`src/pin_mux_pkg.sv`:
```
// constants shared by the port pin function multiplexer
package pin_mux_pkg;
	// pin configuration field codes
	localparam logic [3:0] CFG_ANALOG      = 4'h0;
	localparam logic [3:0] CFG_GPIO_OUT    = 4'h1;
	localparam logic [3:0] CFG_GPIO_IN     = 4'h4;
	localparam logic [3:0] CFG_GPIO_OD     = 4'h5;
	localparam logic [3:0] CFG_ALT_OUT     = 4'h9;
	localparam logic [3:0] CFG_ALT_OD      = 4'hd;
	localparam int         CFG_FIELD_W     = 4;

	// field positions inside the pin configuration words
	localparam int PD2_CFG_LSB  = 8;
	localparam int PD3_CFG_LSB  = 12;
	localparam int PB3_CFG_LSB  = 12;
	localparam int PB4_CFG_LSB  = 0;
	localparam int PA0_CFG_LSB  = 0;
	localparam int CFG_WORD_W   = 16;

	// serial controller function select codes
	localparam logic [1:0] SER_OFF  = 2'h0;
	localparam logic [1:0] SER_UART = 2'h1;
	localparam logic [1:0] SER_SPI  = 2'h2;
	localparam logic [1:0] SER_TWI  = 2'h3;

	// control bit positions
	localparam int SPI_MASTER_BIT = 4;
	localparam int UART_FLOW_BIT  = 5;
	localparam int REMAP_CH1_BIT  = 4;
	localparam int REMAP_CH3_BIT  = 6;
	localparam int REMAP_CH4_BIT  = 7;
	localparam int CH1_OE_BIT     = 0;
	localparam int CH3_OE_BIT     = 2;
	localparam int CH4_OE_BIT     = 3;

	// global pin numbering, port * 8 + pin
	localparam int NUM_PINS   = 32;
	localparam int IDX_PA0    = 0;
	localparam int IDX_PB3    = 11;
	localparam int IDX_PB4    = 12;
	localparam int IDX_PD2    = 26;
	localparam int IDX_PD3    = 27;
	localparam int PIN_SEL_W  = 5;
	localparam int SYNC_DEPTH = 2;

	// reset values
	localparam logic [4:0] PAD_OUT_RST = 5'h00;
	localparam logic [4:0] PAD_OE_RST  = 5'h00;
endpackage

```
`src/level_sync.sv`:
```
// two-stage pad synchroniser
`timescale 1ns/10ps
module level_sync #(
	parameter int WIDTH = 1
) (
	input  wire logic             clk_sys,
	input  wire logic             rst,
	input  wire logic [WIDTH-1:0] async_in,
	output logic      [WIDTH-1:0] sync_out
);
	logic [WIDTH-1:0] meta_r;

	always_ff @(posedge clk_sys or posedge rst) begin
		if (rst) begin
			meta_r   <= '0;
			sync_out <= '0;
		end else begin
			meta_r   <= async_in;
			sync_out <= meta_r;
		end
	end
endmodule

```
`src/pin_function_mux.sv`:
```
// pin function multiplexer for five shared port pins
`timescale 1ns/10ps

// What this block does
// d two: spi3 data in
// d two: open-drain twi clock
// d two: uart3 receive
// d three: cts3 with flow
// d three: spi3 clock
// b three: timer ch3 out
// b three: spi1 master clock
// b three: cts1 with flow
// b three: spi1 slave clock in
// b four: timer ch4 out
// b four: rts1 when unclaimed
// b four: spi1 slave select in
// a zero: timer ch1 out
// a zero: spi2 master data
// a zero: spi2 slave data in
// analog a zero goes to usb
// timer inputs follow remap
// interrupts select any pin
// otherwise plain gpio
module pin_function_mux (
	input  wire logic                                clk_sys,
	input  wire logic                                rst,
	// pads: d two, d three, b three, b four, a zero
	input  wire logic [4:0]                          pad_in,
	output logic      [4:0]                          pad_out,
	output logic      [4:0]                          pad_oe,
	input  wire logic [pin_mux_pkg::NUM_PINS-1:0]    other_pad_in,
	// gpio output data and input read-back
	input  wire logic [4:0]                          gpio_out_data,
	output logic      [4:0]                          gpio_in_data,
	// configuration
	input  wire logic [pin_mux_pkg::CFG_WORD_W-1:0]  port_d_low_pin_config,
	input  wire logic [pin_mux_pkg::CFG_WORD_W-1:0]  port_b_low_pin_config,
	input  wire logic [pin_mux_pkg::CFG_WORD_W-1:0]  port_b_high_pin_config,
	input  wire logic [pin_mux_pkg::CFG_WORD_W-1:0]  port_a_low_pin_config,
	input  wire logic [7:0]                          timer_two_remap_option,
	input  wire logic [3:0]                          timer_two_channel_output_enable,
	input  wire logic [1:0]                          serial1_function_select,
	input  wire logic [1:0]                          serial2_function_select,
	input  wire logic [1:0]                          serial3_function_select,
	input  wire logic [7:0]                          serial1_spi_config,
	input  wire logic [7:0]                          serial2_spi_config,
	input  wire logic [7:0]                          serial3_spi_config,
	input  wire logic [7:0]                          serial1_uart_config,
	input  wire logic [7:0]                          serial3_uart_config,
	input  wire logic                                usb_present,
	// outputs placed on pads
	input  wire logic                                serial3_twi_clock_out,
	input  wire logic                                serial3_spi_clock_out,
	input  wire logic                                serial1_spi_clock_out,
	input  wire logic                                serial1_request_to_send_n,
	input  wire logic                                serial2_spi_master_out,
	input  wire logic                                timer_two_channel_one_out,
	input  wire logic                                timer_two_channel_three_out,
	input  wire logic                                timer_two_channel_four_out,
	// timer inputs from other remap pins, synchronised
	input  wire logic                                timer_two_channel_one_alt_in,
	input  wire logic                                timer_two_channel_three_alt_in,
	input  wire logic                                timer_two_channel_four_alt_in,
	// controller inputs
	output logic                                     serial3_spi_master_in,
	output logic                                     serial3_spi_slave_in,
	output logic                                     serial3_twi_clock_in,
	output logic                                     serial3_uart_receive,
	output logic                                     serial3_clear_to_send_n,
	output logic                                     serial3_spi_clock_in,
	output logic                                     serial1_clear_to_send_n,
	output logic                                     serial1_spi_clock_in,
	output logic                                     serial1_slave_select_n,
	output logic                                     serial2_spi_slave_in,
	output logic                                     timer_two_channel_one_in,
	output logic                                     timer_two_channel_three_in,
	output logic                                     timer_two_channel_four_in,
	output logic                                     usb_minus_line_select,
	// selectable interrupts
	input  wire logic [pin_mux_pkg::PIN_SEL_W-1:0]   interrupt_c_pin_select,
	input  wire logic [pin_mux_pkg::PIN_SEL_W-1:0]   interrupt_d_pin_select,
	output logic                                     selectable_interrupt_c,
	output logic                                     selectable_interrupt_d
);
	import pin_mux_pkg::*;

	localparam int P_D2 = 0;
	localparam int P_D3 = 1;
	localparam int P_B3 = 2;
	localparam int P_B4 = 3;
	localparam int P_A0 = 4;

	function automatic logic [3:0] cfg_field(input logic [CFG_WORD_W-1:0] word, input int lsb);
		cfg_field = word[lsb +: CFG_FIELD_W];
	endfunction

	function automatic logic is_alt(input logic [3:0] cfg);
		is_alt = (cfg == CFG_ALT_OUT) || (cfg == CFG_ALT_OD);
	endfunction

	logic [NUM_PINS-1:0] all_pad_raw;
	logic [NUM_PINS-1:0] all_pad_sync;
	logic [3:0]          cfg_d2;
	logic [3:0]          cfg_d3;
	logic [3:0]          cfg_b3;
	logic [3:0]          cfg_b4;
	logic [3:0]          cfg_a0;
	logic [4:0]          pin_lvl;
	logic                s1_spi;
	logic                s1_uart;
	logic                s2_spi;
	logic                s3_spi;
	logic                s3_uart;
	logic                s3_twi;
	logic                s1_master;
	logic                s2_master;
	logic                s3_master;
	logic                s1_flow;
	logic                s3_flow;
	logic                ch1_claim;
	logic                ch3_claim;
	logic                ch4_claim;
	logic [4:0]          pad_out_nxt;
	logic [4:0]          pad_oe_nxt;

	// all pads pass two flops
	always_comb begin
		all_pad_raw          = other_pad_in;
		all_pad_raw[IDX_PD2] = pad_in[P_D2];
		all_pad_raw[IDX_PD3] = pad_in[P_D3];
		all_pad_raw[IDX_PB3] = pad_in[P_B3];
		all_pad_raw[IDX_PB4] = pad_in[P_B4];
		all_pad_raw[IDX_PA0] = pad_in[P_A0];
	end

	level_sync #(
		.WIDTH    (NUM_PINS)
	) u_sync (
		.clk_sys  (clk_sys),
		.rst      (rst),
		.async_in (all_pad_raw),
		.sync_out (all_pad_sync)
	);

	assign pin_lvl = {all_pad_sync[IDX_PA0], all_pad_sync[IDX_PB4], all_pad_sync[IDX_PB3],
			all_pad_sync[IDX_PD3], all_pad_sync[IDX_PD2]};

	assign cfg_d2 = cfg_field(port_d_low_pin_config, PD2_CFG_LSB);
	assign cfg_d3 = cfg_field(port_d_low_pin_config, PD3_CFG_LSB);
	assign cfg_b3 = cfg_field(port_b_low_pin_config, PB3_CFG_LSB);
	assign cfg_b4 = cfg_field(port_b_high_pin_config, PB4_CFG_LSB);
	assign cfg_a0 = cfg_field(port_a_low_pin_config, PA0_CFG_LSB);

	assign s1_spi    = serial1_function_select == SER_SPI;
	assign s1_uart   = serial1_function_select == SER_UART;
	assign s2_spi    = serial2_function_select == SER_SPI;
	assign s3_spi    = serial3_function_select == SER_SPI;
	assign s3_uart   = serial3_function_select == SER_UART;
	assign s3_twi    = serial3_function_select == SER_TWI;
	assign s1_master = serial1_spi_config[SPI_MASTER_BIT];
	assign s2_master = serial2_spi_config[SPI_MASTER_BIT];
	assign s3_master = serial3_spi_config[SPI_MASTER_BIT];
	assign s1_flow   = serial1_uart_config[UART_FLOW_BIT];
	assign s3_flow   = serial3_uart_config[UART_FLOW_BIT];

	// timer claims on the shared pins
	assign ch1_claim = !timer_two_remap_option[REMAP_CH1_BIT]
			&& timer_two_channel_output_enable[CH1_OE_BIT];
	assign ch3_claim = timer_two_remap_option[REMAP_CH3_BIT]
			&& timer_two_channel_output_enable[CH3_OE_BIT];
	assign ch4_claim = timer_two_remap_option[REMAP_CH4_BIT]
			&& timer_two_channel_output_enable[CH4_OE_BIT];

	// pad drive selection
	always_comb begin
		pad_out_nxt = gpio_out_data;
		pad_oe_nxt  = '0;

		// port_d_pin_two
		if (s3_twi && cfg_d2 == CFG_ALT_OD) begin
			pad_out_nxt[P_D2] = 1'b0;
			pad_oe_nxt[P_D2]  = !serial3_twi_clock_out;
		end else if (cfg_d2 == CFG_GPIO_OUT) begin
			pad_oe_nxt[P_D2]  = 1'b1;
		end else if (cfg_d2 == CFG_GPIO_OD) begin
			pad_out_nxt[P_D2] = 1'b0;
			pad_oe_nxt[P_D2]  = !gpio_out_data[P_D2];
		end

		// port_d_pin_three
		if (s3_spi && s3_master && cfg_d3 == CFG_ALT_OUT) begin
			pad_out_nxt[P_D3] = serial3_spi_clock_out;
			pad_oe_nxt[P_D3]  = 1'b1;
		end else if (cfg_d3 == CFG_GPIO_OUT) begin
			pad_oe_nxt[P_D3]  = 1'b1;
		end else if (cfg_d3 == CFG_GPIO_OD) begin
			pad_out_nxt[P_D3] = 1'b0;
			pad_oe_nxt[P_D3]  = !gpio_out_data[P_D3];
		end

		// port_b_pin_three
		if (ch3_claim && cfg_b3 == CFG_ALT_OUT) begin
			pad_out_nxt[P_B3] = timer_two_channel_three_out;
			pad_oe_nxt[P_B3]  = 1'b1;
		end else if (!ch3_claim && s1_spi && s1_master && cfg_b3 == CFG_ALT_OUT) begin
			pad_out_nxt[P_B3] = serial1_spi_clock_out;
			pad_oe_nxt[P_B3]  = 1'b1;
		end else if (cfg_b3 == CFG_GPIO_OUT) begin
			pad_oe_nxt[P_B3]  = 1'b1;
		end else if (cfg_b3 == CFG_GPIO_OD) begin
			pad_out_nxt[P_B3] = 1'b0;
			pad_oe_nxt[P_B3]  = !gpio_out_data[P_B3];
		end

		// port_b_pin_four
		if (ch4_claim && cfg_b4 == CFG_ALT_OUT) begin
			pad_out_nxt[P_B4] = timer_two_channel_four_out;
			pad_oe_nxt[P_B4]  = 1'b1;
		end else if (!ch4_claim && s1_uart && s1_flow && cfg_b4 == CFG_ALT_OUT) begin
			pad_out_nxt[P_B4] = serial1_request_to_send_n;
			pad_oe_nxt[P_B4]  = 1'b1;
		end else if (cfg_b4 == CFG_GPIO_OUT) begin
			pad_oe_nxt[P_B4]  = 1'b1;
		end else if (cfg_b4 == CFG_GPIO_OD) begin
			pad_out_nxt[P_B4] = 1'b0;
			pad_oe_nxt[P_B4]  = !gpio_out_data[P_B4];
		end

		// port_a_pin_zero
		if (usb_present && cfg_a0 == CFG_ANALOG) begin
			pad_out_nxt[P_A0] = 1'b0;
			pad_oe_nxt[P_A0]  = 1'b0;
		end else if (ch1_claim && cfg_a0 == CFG_ALT_OUT) begin
			pad_out_nxt[P_A0] = timer_two_channel_one_out;
			pad_oe_nxt[P_A0]  = 1'b1;
		end else if (!ch1_claim && s2_spi && s2_master && cfg_a0 == CFG_ALT_OUT) begin
			pad_out_nxt[P_A0] = serial2_spi_master_out;
			pad_oe_nxt[P_A0]  = 1'b1;
		end else if (cfg_a0 == CFG_GPIO_OUT) begin
			pad_oe_nxt[P_A0]  = 1'b1;
		end else if (cfg_a0 == CFG_GPIO_OD) begin
			pad_out_nxt[P_A0] = 1'b0;
			pad_oe_nxt[P_A0]  = !gpio_out_data[P_A0];
		end
	end

	always_ff @(posedge clk_sys or posedge rst) begin
		if (rst) begin
			pad_out <= PAD_OUT_RST;
			pad_oe  <= PAD_OE_RST;
		end else begin
			pad_out <= pad_out_nxt;
			pad_oe  <= pad_oe_nxt;
		end
	end

	// usb hand-over
	always_ff @(posedge clk_sys or posedge rst) begin
		if (rst) begin
			usb_minus_line_select <= 1'b0;
		end else begin
			usb_minus_line_select <= usb_present && cfg_a0 == CFG_ANALOG;
		end
	end

	// serial controller 3 inputs
	always_ff @(posedge clk_sys or posedge rst) begin
		if (rst) begin
			serial3_spi_master_in   <= 1'b0;
			serial3_spi_slave_in    <= 1'b0;
			serial3_twi_clock_in    <= 1'b1;
			serial3_uart_receive    <= 1'b1;
			serial3_clear_to_send_n <= 1'b1;
			serial3_spi_clock_in    <= 1'b0;
		end else begin
			serial3_spi_master_in   <= s3_spi && s3_master && pin_lvl[P_D2];
			serial3_spi_slave_in    <= s3_spi && !s3_master && pin_lvl[P_D2];
			serial3_twi_clock_in    <= !s3_twi || pin_lvl[P_D2];
			serial3_uart_receive    <= !s3_uart || pin_lvl[P_D2];
			serial3_clear_to_send_n <= !(s3_uart && s3_flow) || pin_lvl[P_D3];
			serial3_spi_clock_in    <= s3_spi && !s3_master && pin_lvl[P_D3];
		end
	end

	// serial controller 1 and 2 inputs
	always_ff @(posedge clk_sys or posedge rst) begin
		if (rst) begin
			serial1_clear_to_send_n <= 1'b1;
			serial1_spi_clock_in    <= 1'b0;
			serial1_slave_select_n  <= 1'b1;
			serial2_spi_slave_in    <= 1'b0;
		end else begin
			serial1_clear_to_send_n <= !(s1_uart && s1_flow) || pin_lvl[P_B3];
			serial1_spi_clock_in    <= s1_spi && !s1_master && pin_lvl[P_B3];
			serial1_slave_select_n  <= !(s1_spi && !s1_master) || pin_lvl[P_B4];
			serial2_spi_slave_in    <= s2_spi && !s2_master && pin_lvl[P_A0];
		end
	end

	// timer inputs follow the remap bits
	always_ff @(posedge clk_sys or posedge rst) begin
		if (rst) begin
			timer_two_channel_one_in   <= 1'b0;
			timer_two_channel_three_in <= 1'b0;
			timer_two_channel_four_in  <= 1'b0;
		end else begin
			timer_two_channel_one_in   <= timer_two_remap_option[REMAP_CH1_BIT]
					? timer_two_channel_one_alt_in : pin_lvl[P_A0];
			timer_two_channel_three_in <= timer_two_remap_option[REMAP_CH3_BIT]
					? pin_lvl[P_B3] : timer_two_channel_three_alt_in;
			timer_two_channel_four_in  <= timer_two_remap_option[REMAP_CH4_BIT]
					? pin_lvl[P_B4] : timer_two_channel_four_alt_in;
		end
	end

	// gpio read-back and interrupt routing
	always_ff @(posedge clk_sys or posedge rst) begin
		if (rst) begin
			gpio_in_data           <= '0;
			selectable_interrupt_c <= 1'b0;
			selectable_interrupt_d <= 1'b0;
		end else begin
			gpio_in_data           <= pin_lvl;
			selectable_interrupt_c <= all_pad_sync[interrupt_c_pin_select];
			selectable_interrupt_d <= all_pad_sync[interrupt_d_pin_select];
		end
	end
endmodule

```
`config.mk`:
```
export PLATFORM = sky130hd
export DESIGN_NAME = pin_function_mux
export DESIGN_NICKNAME = d
export VERILOG_FILES = /design/src/pin_mux_pkg.sv /design/src/level_sync.sv /design/src/pin_function_mux.sv
export SDC_FILE = /design/constraint.sdc
export NUM_CORES = 1
export LEC_CHECK = 0
export BUFFER_PORTS_ARGS = -buffer_cell sky130_fd_sc_hd__buf_2
export CORE_AREA = 2 2 98 100
export DETAILED_ROUTE_END_ITERATION = 12
export DIE_AREA = 0 0 100 102
export PLACE_DENSITY = 0.73
export SYNTH_ARGS = -nofsm -noshare
export SYNTH_HDL_FRONTEND = slang
export SYNTH_SLANG_ARGS = --single-unit
```
`constraint.sdc`:
```
create_clock -name clk_sys -period 7.9 [get_ports clk_sys]
set_input_delay 0.395 -clock clk_sys [delete_from_list [all_inputs] [get_ports clk_sys]]
set_output_delay 0.395 -clock clk_sys [all_outputs]
set_load 0.01 [all_outputs]
```
==> metrics, run 1 <==
final wirelength approximately 7.4 mm; clock latency on the worst-skew pair about 0.35 ns; core area 9110 µm²; post-route cell area 4490 µm²; TritonCTS buffer count 9; CTS sink count 95; mux cell area share after synthesis 9.97%; RSZ-0062 raised after global routing false; post-synthesis xor/xnor area fraction 0%; fin crit period 1.71 ns; CTS root buffer clkbuf_8; Clock Skew 0.00990 ns; TritonCTS clock tree built; routed wire length per instance 14.3 µm; drt initial violations 73; Clk pin slew, worst setup/hold paths 0.09 ns; Initial Utilization 39.0%; Worst slew margin 37.0%; # IOs 219; CTS max path bufs 2; Initial DRT Pass Iterations 4; Seq/Total Area, Yosys between 60% and 70%; dpl cell area 4280 µm²; antenna violations before repair 0; crit end category async pin; die width around 100 µm; Pwr Density 209 nW/µm²; Final Slew Violations 0; post-synthesis cell type count 38; gr ovfl total 0; Synth Area in Compound Gates 8.56%; antenna-violating nets left 0; vias in the first global route roughly 2500; commonest non-fill, non-tap cell in the layout buf_2; largest family of logic cells by synthesized area simple AND/OR/NAND/NOR gates; # rows 35; die area 10200 µm²; first-pass GRT wire length around 11 mm; Vias roughly 2500; WP data required 8.24 ns; fin crit share 21.7%; nets@finish 587; ANT cells 0; Power, Total 935 µW; # Max-Cap Violations 0; Syn-to-layout area delta 26.3%; FF+latch count, synth 95; most common flop cell mapped by yosys dfrtp_1; R2R cell count 5; Leakage approximately 2.2 nW; crit path max fanout 80; cells after synthesis approximately 260; VDD IR-drop max 0.0879 mV; Resized Gates After CTS 0; placed instance count around 500; Die Ht just over 100 µm; HP Class input port to register; WHS Path Cells 1; drt drc 0; htree depth 3; Simple-Gate Fraction of Synth Area a little under an eighth; Final Hold Fails 0; yosys warns 0; I/O Buffers 128; Slew @ Worst Pin 0.944 ns; CP Launch Type input port; syn avg cell area 13.6 µm²; DPL Wire Length 5.49 mm; WP data arrival 2.05 ns; syn nets 450; max frequency roughly 600 MHz; Synth async-reset ratio between 90% and 100%; Overall Global Routing Usage 14.6%; largest net degree at the start of global routing 81; Final Setup Violations 0; WS Path Type input port to async pin; mapped cell area about 3600 µm²; most frequent cells in the layout buf_2, dfrtp_1, mux2i_1; EDFF count, synth 0; status completed; vias per std cell 4.83; fin cells a little over 500; share of cells above drive strength 1 38.7%; GPL Wtd Cong 0.867; Setup TNS 0 ns; Synth Area in Adders 0%
[synth_stat cells, drive strengths merged (5+ instances only)]
cell    number  share of area, %
nor2b        5              0.88
mux2i       32               9.0
nand2b       7               1.4
nor2        11               1.2
dfrtp       90                63
a21oi       18               2.5
a22oi        9               1.9
nand3b       5               1.1
dfstp        5               3.7
nand3        6              0.85
inv          6              0.63
nand2       21               2.2
[routing by layer]
layer / GRT usage [%] / part of all wire (%) / vias to the layer above
met4: 5.80 / 2.2 / 0
met2: 25.1 / 50 / 82
li1: - / - / 1211
met1: 17.7 / 43 / 1174
met5: 0 / 0 / -
met3: 3.83 / 5.2 / 15
[cell type report]
class	instances	area [µm²]
clock buffer	12	155
sequential	95	2380
fill	842	4620
inverter	6	25.0
clock inverter	3	42.5
timing repair buffer	130	658
tap	111	139
multi-input combinational	157	1080
[flip-flops by register name (all words and copies together) (netlist names), 5 cells and up]
register	cells
gpio_in_data	5
u_sync.sync_out	32
pad_oe	5
pad_out	5
u_sync.meta_r	32
[worst max-delay path, cell delays in order]
cell and delay, ns:
dlygate4sd3_1 0.54, buf_2 0.14, inv_4 0.17, buf_4 0.78
[logic make-up (layout without fill, tap and decap cells)]
logic type	Yosys count	after routing
mux	35	35
flops	95	95
simple gates	75	75
buf+inv	10	151
compound gates	47	47
[path summary, 6_finish.rpt]
| path | start | end | slack (ns) |
|---|---|---|---|
| setup / recovery | rst | u_sync.sync_out[24]$_DFF_PP0_ | 6.19 |
| hold / removal | other_pad_in[20] | u_sync.meta_r[20]$_DFF_PP0_ | 0.14 |
| setup reg to reg | u_sync.sync_out[27]$_DFF_PP0_ | selectable_interrupt_d$_DFF_PP0_ | 6.60 |
| hold reg to reg | u_sync.meta_r[6]$_DFF_PP0_ | u_sync.sync_out[6]$_DFF_PP0_ | 0.35 |
| max in group clk_sys | interrupt_d_pin_select[1] | selectable_interrupt_d$_DFF_PP0_ | 6.40 |
| min in group asynchronous | rst | pad_out[2]$_DFF_PP0_ | 0.52 |
[power breakdown]
| group | leakage, nW | switching, mW | internal [mW] | total, mW |
|---|---|---|---|---|
| clock network | 0.0985 | 0.153 | 0.162 | 0.315 |
| logic | 1.00 | 0.0526 | 0.0465 | 0.0991 |
| registers | 1.13 | 0.00965 | 0.512 | 0.521 |
[through the flow]
stage | util (%) | worst slack, ns | hold slack (ns)
floorplan | - | 5.04 | 0.331
global placement | 47.0 | 6.08 | 0.332
detailed placement | 47.0 | 6.07 | 0.335
CTS | 49.2 | 6.13 | 0.128
global route | 49.2 | 5.95 | 0.120
finish | 49.2 | 6.19 | 0.143
[timing repair]
action                    in CTS  in global routing
setup buffers                  0                  0
hold endpoints to repair      13                  0
hold buffers                   1                  0
Power figures use the tool's default switching activity.
==> inputs of run 2 (changes only) <==
==> constraint.sdc (replaced) <==
create_clock -name clk_sys -period 1.7 [get_ports clk_sys]
set_input_delay 0.085 -clock clk_sys [delete_from_list [all_inputs] [get_ports clk_sys]]
set_output_delay 0.085 -clock clk_sys [all_outputs]
set_load 0.01 [all_outputs]
==> metrics, run 2 (synthesis gave the netlist of run 1 again) <==
status completed; area of the multi-input gates around 1100 µm²; clock latency on the worst-skew pair 0.35 ns; core area 9110 µm²; # Max-Cap Violations 0; Overall Global Routing Usage 15.2%; TritonCTS buffer count 9; vias per std cell 4.68; CTS max path bufs 2; gr ovfl total 0; register area about 2400 µm²; ANT cells 0; max frequency 637 MHz; Clock Skew approximately 0.011 ns; first-pass GRT wire length 12.1 mm; Initial DRT Pass Iterations 4; TritonCTS clock tree built; largest registers u_sync.meta_r x32, u_sync.sync_out x32; drt drc 0; Syn-to-layout area delta 44.2%; RSZ-0062 raised after global routing false; Die Ht 102 µm; htree depth 3; Setup TNS 0 ns; dpl cell area roughly 4300 µm²; antenna-violating nets left 0; final setup margin 0.131 ns; CTS root buffer clkbuf_8; Final Hold Fails 0; most frequent cells in the layout buf_2, dfrtp_1, dlygate4sd3_1; VDD IR-drop max ~0.45 mV; I/O Buffers 128; WP data required 1.98 ns; WHS Endpoint timer_two_channel_four_in$_DFF_PP0_; Slew @ Worst Pin 0.472 ns; routed wire length per instance 13.3 µm; fin crit period approximately 1.6 ns; largest net degree at the start of global routing 96; fin crit share a little over 90%; Clk pin slew, worst setup/hold paths 0.08 ns; Leakage 2.50 nW; HP Class input port to register; Worst slew margin 68.5%; Final Slew Violations 0; Power, Total about 4.4 mW; WHS Path Cells 2; Initial Utilization 39.0%; Pwr Density 863 nW/µm²; drt initial violations 88; CTS sink count 95; nets@finish 650; antenna violations before repair 0; vias in the first global route around 2700; R2R cell count 3; share of cells above drive strength 1 roughly a third; worst r2r src u_sync.sync_out[26]$_DFF_PP0_; crit path max fanout 7; GPL Wtd Cong 0.796; worst slack, placed 0.234 ns; R2R Path End serial3_spi_slave_in$_DFF_PP0_; fin cells 577; # fillers 781; crit end category register; FF-to-FF setup slack about 0.24 ns; post-route cell area approximately 5000 µm²; die area 10200 µm²; die width 100 µm; WS Path Type input port to register; final wirelength 7.68 mm; Final Setup Violations 0; # IOs 219; commonest non-fill, non-tap cell in the layout buf_2; hold_sp timer_two_remap_option[7]; WP data arrival about 1.9 ns; # rows 35; placed instance count 502; CP Launch Type input port; DPL Wire Length roughly 5.4 mm; Vias 2702
[run 2: changes by cell type in the layout (fill, tap and decap cells not counted), sizes merged]
cell         before  now
buf             129  133
clkinv            1    2
inv               6    5
dlygate4sd3       1   60
[run 2: area by class of cell]
cell class | count | area share (%)
repair buffers | 193 | 25.3
clock inverters | 3 | 0.856
well taps | 111 | 2.71
flip-flops and latches | 95 | 46.6
inverters | 6 | 0.513
multi-input cells | 157 | 21.2
clock buffers | 12 | 2.84
[run 2: worst max-delay path by stage]
stage	startpoint	endpoint	slack [ns]	depth (start not counted)
2_1_floorplan	rst	gpio_in_data[0]$_DFF_PP0_	0.50	1
3_3_place_gp	interrupt_d_pin_select[1]	selectable_interrupt_d$_DFF_PP0_	0.24	6
3_5_place_dp	interrupt_d_pin_select[1]	selectable_interrupt_d$_DFF_PP0_	0.23	6
4_1_cts	serial3_function_select[0]	pad_oe[0]$_DFF_PP0_	0.1	7
5_1_grt	serial3_function_select[0]	pad_oe[0]$_DFF_PP0_	0.04	7
6_report	serial3_function_select[0]	pad_oe[0]$_DFF_PP0_	0.13	7
[run 2: repair_timing]
| action | CTS | global route |
|---|---|---|
| buffers inserted | 0 | 0 |
| endpoints found under the hold margin | 140 | 0 |
| resized for setup | 0 | 2 |
| hold buffers | 60 | 0 |
| endpoints found under the setup margin | 0 | 1 |
[run 2: worst max-delay path: stages]
cell,delay [ns]
dlygate4sd3_1,0.53
buf_4,0.14
nand2_1,0.09
nor3b_2,0.18
a21oi_1,0.08
nor3b_1,0.17
dlygate4sd3_1,0.56
[run 2: where the power goes]
part / internal [mW] / switching [mW]
combinational: 0.313 / 0.263
clock: 0.714 / 0.705
sequential: 2.38 / 0.0456
[run 2: metrics by stage]
step | util, % | hold WS [ns]
final | 56.2 | 0.0241
after global routing | 56.2 | 0.0151
after global placement | 47.4 | 0.194
after detailed placement | 47.4 | 0.194
after floorplan | - | 0.116
after CTS | 56.1 | 0.00280
[run 2: routing by layer]
layer,vias to the layer above,share of wire [%],global-route usage (%)
met4,0,0.89,3.69
li1,1329,-,-
met5,-,0,0
met2,89,52,27.4
met1,1278,42,18.2
met3,6,5.2,4.38
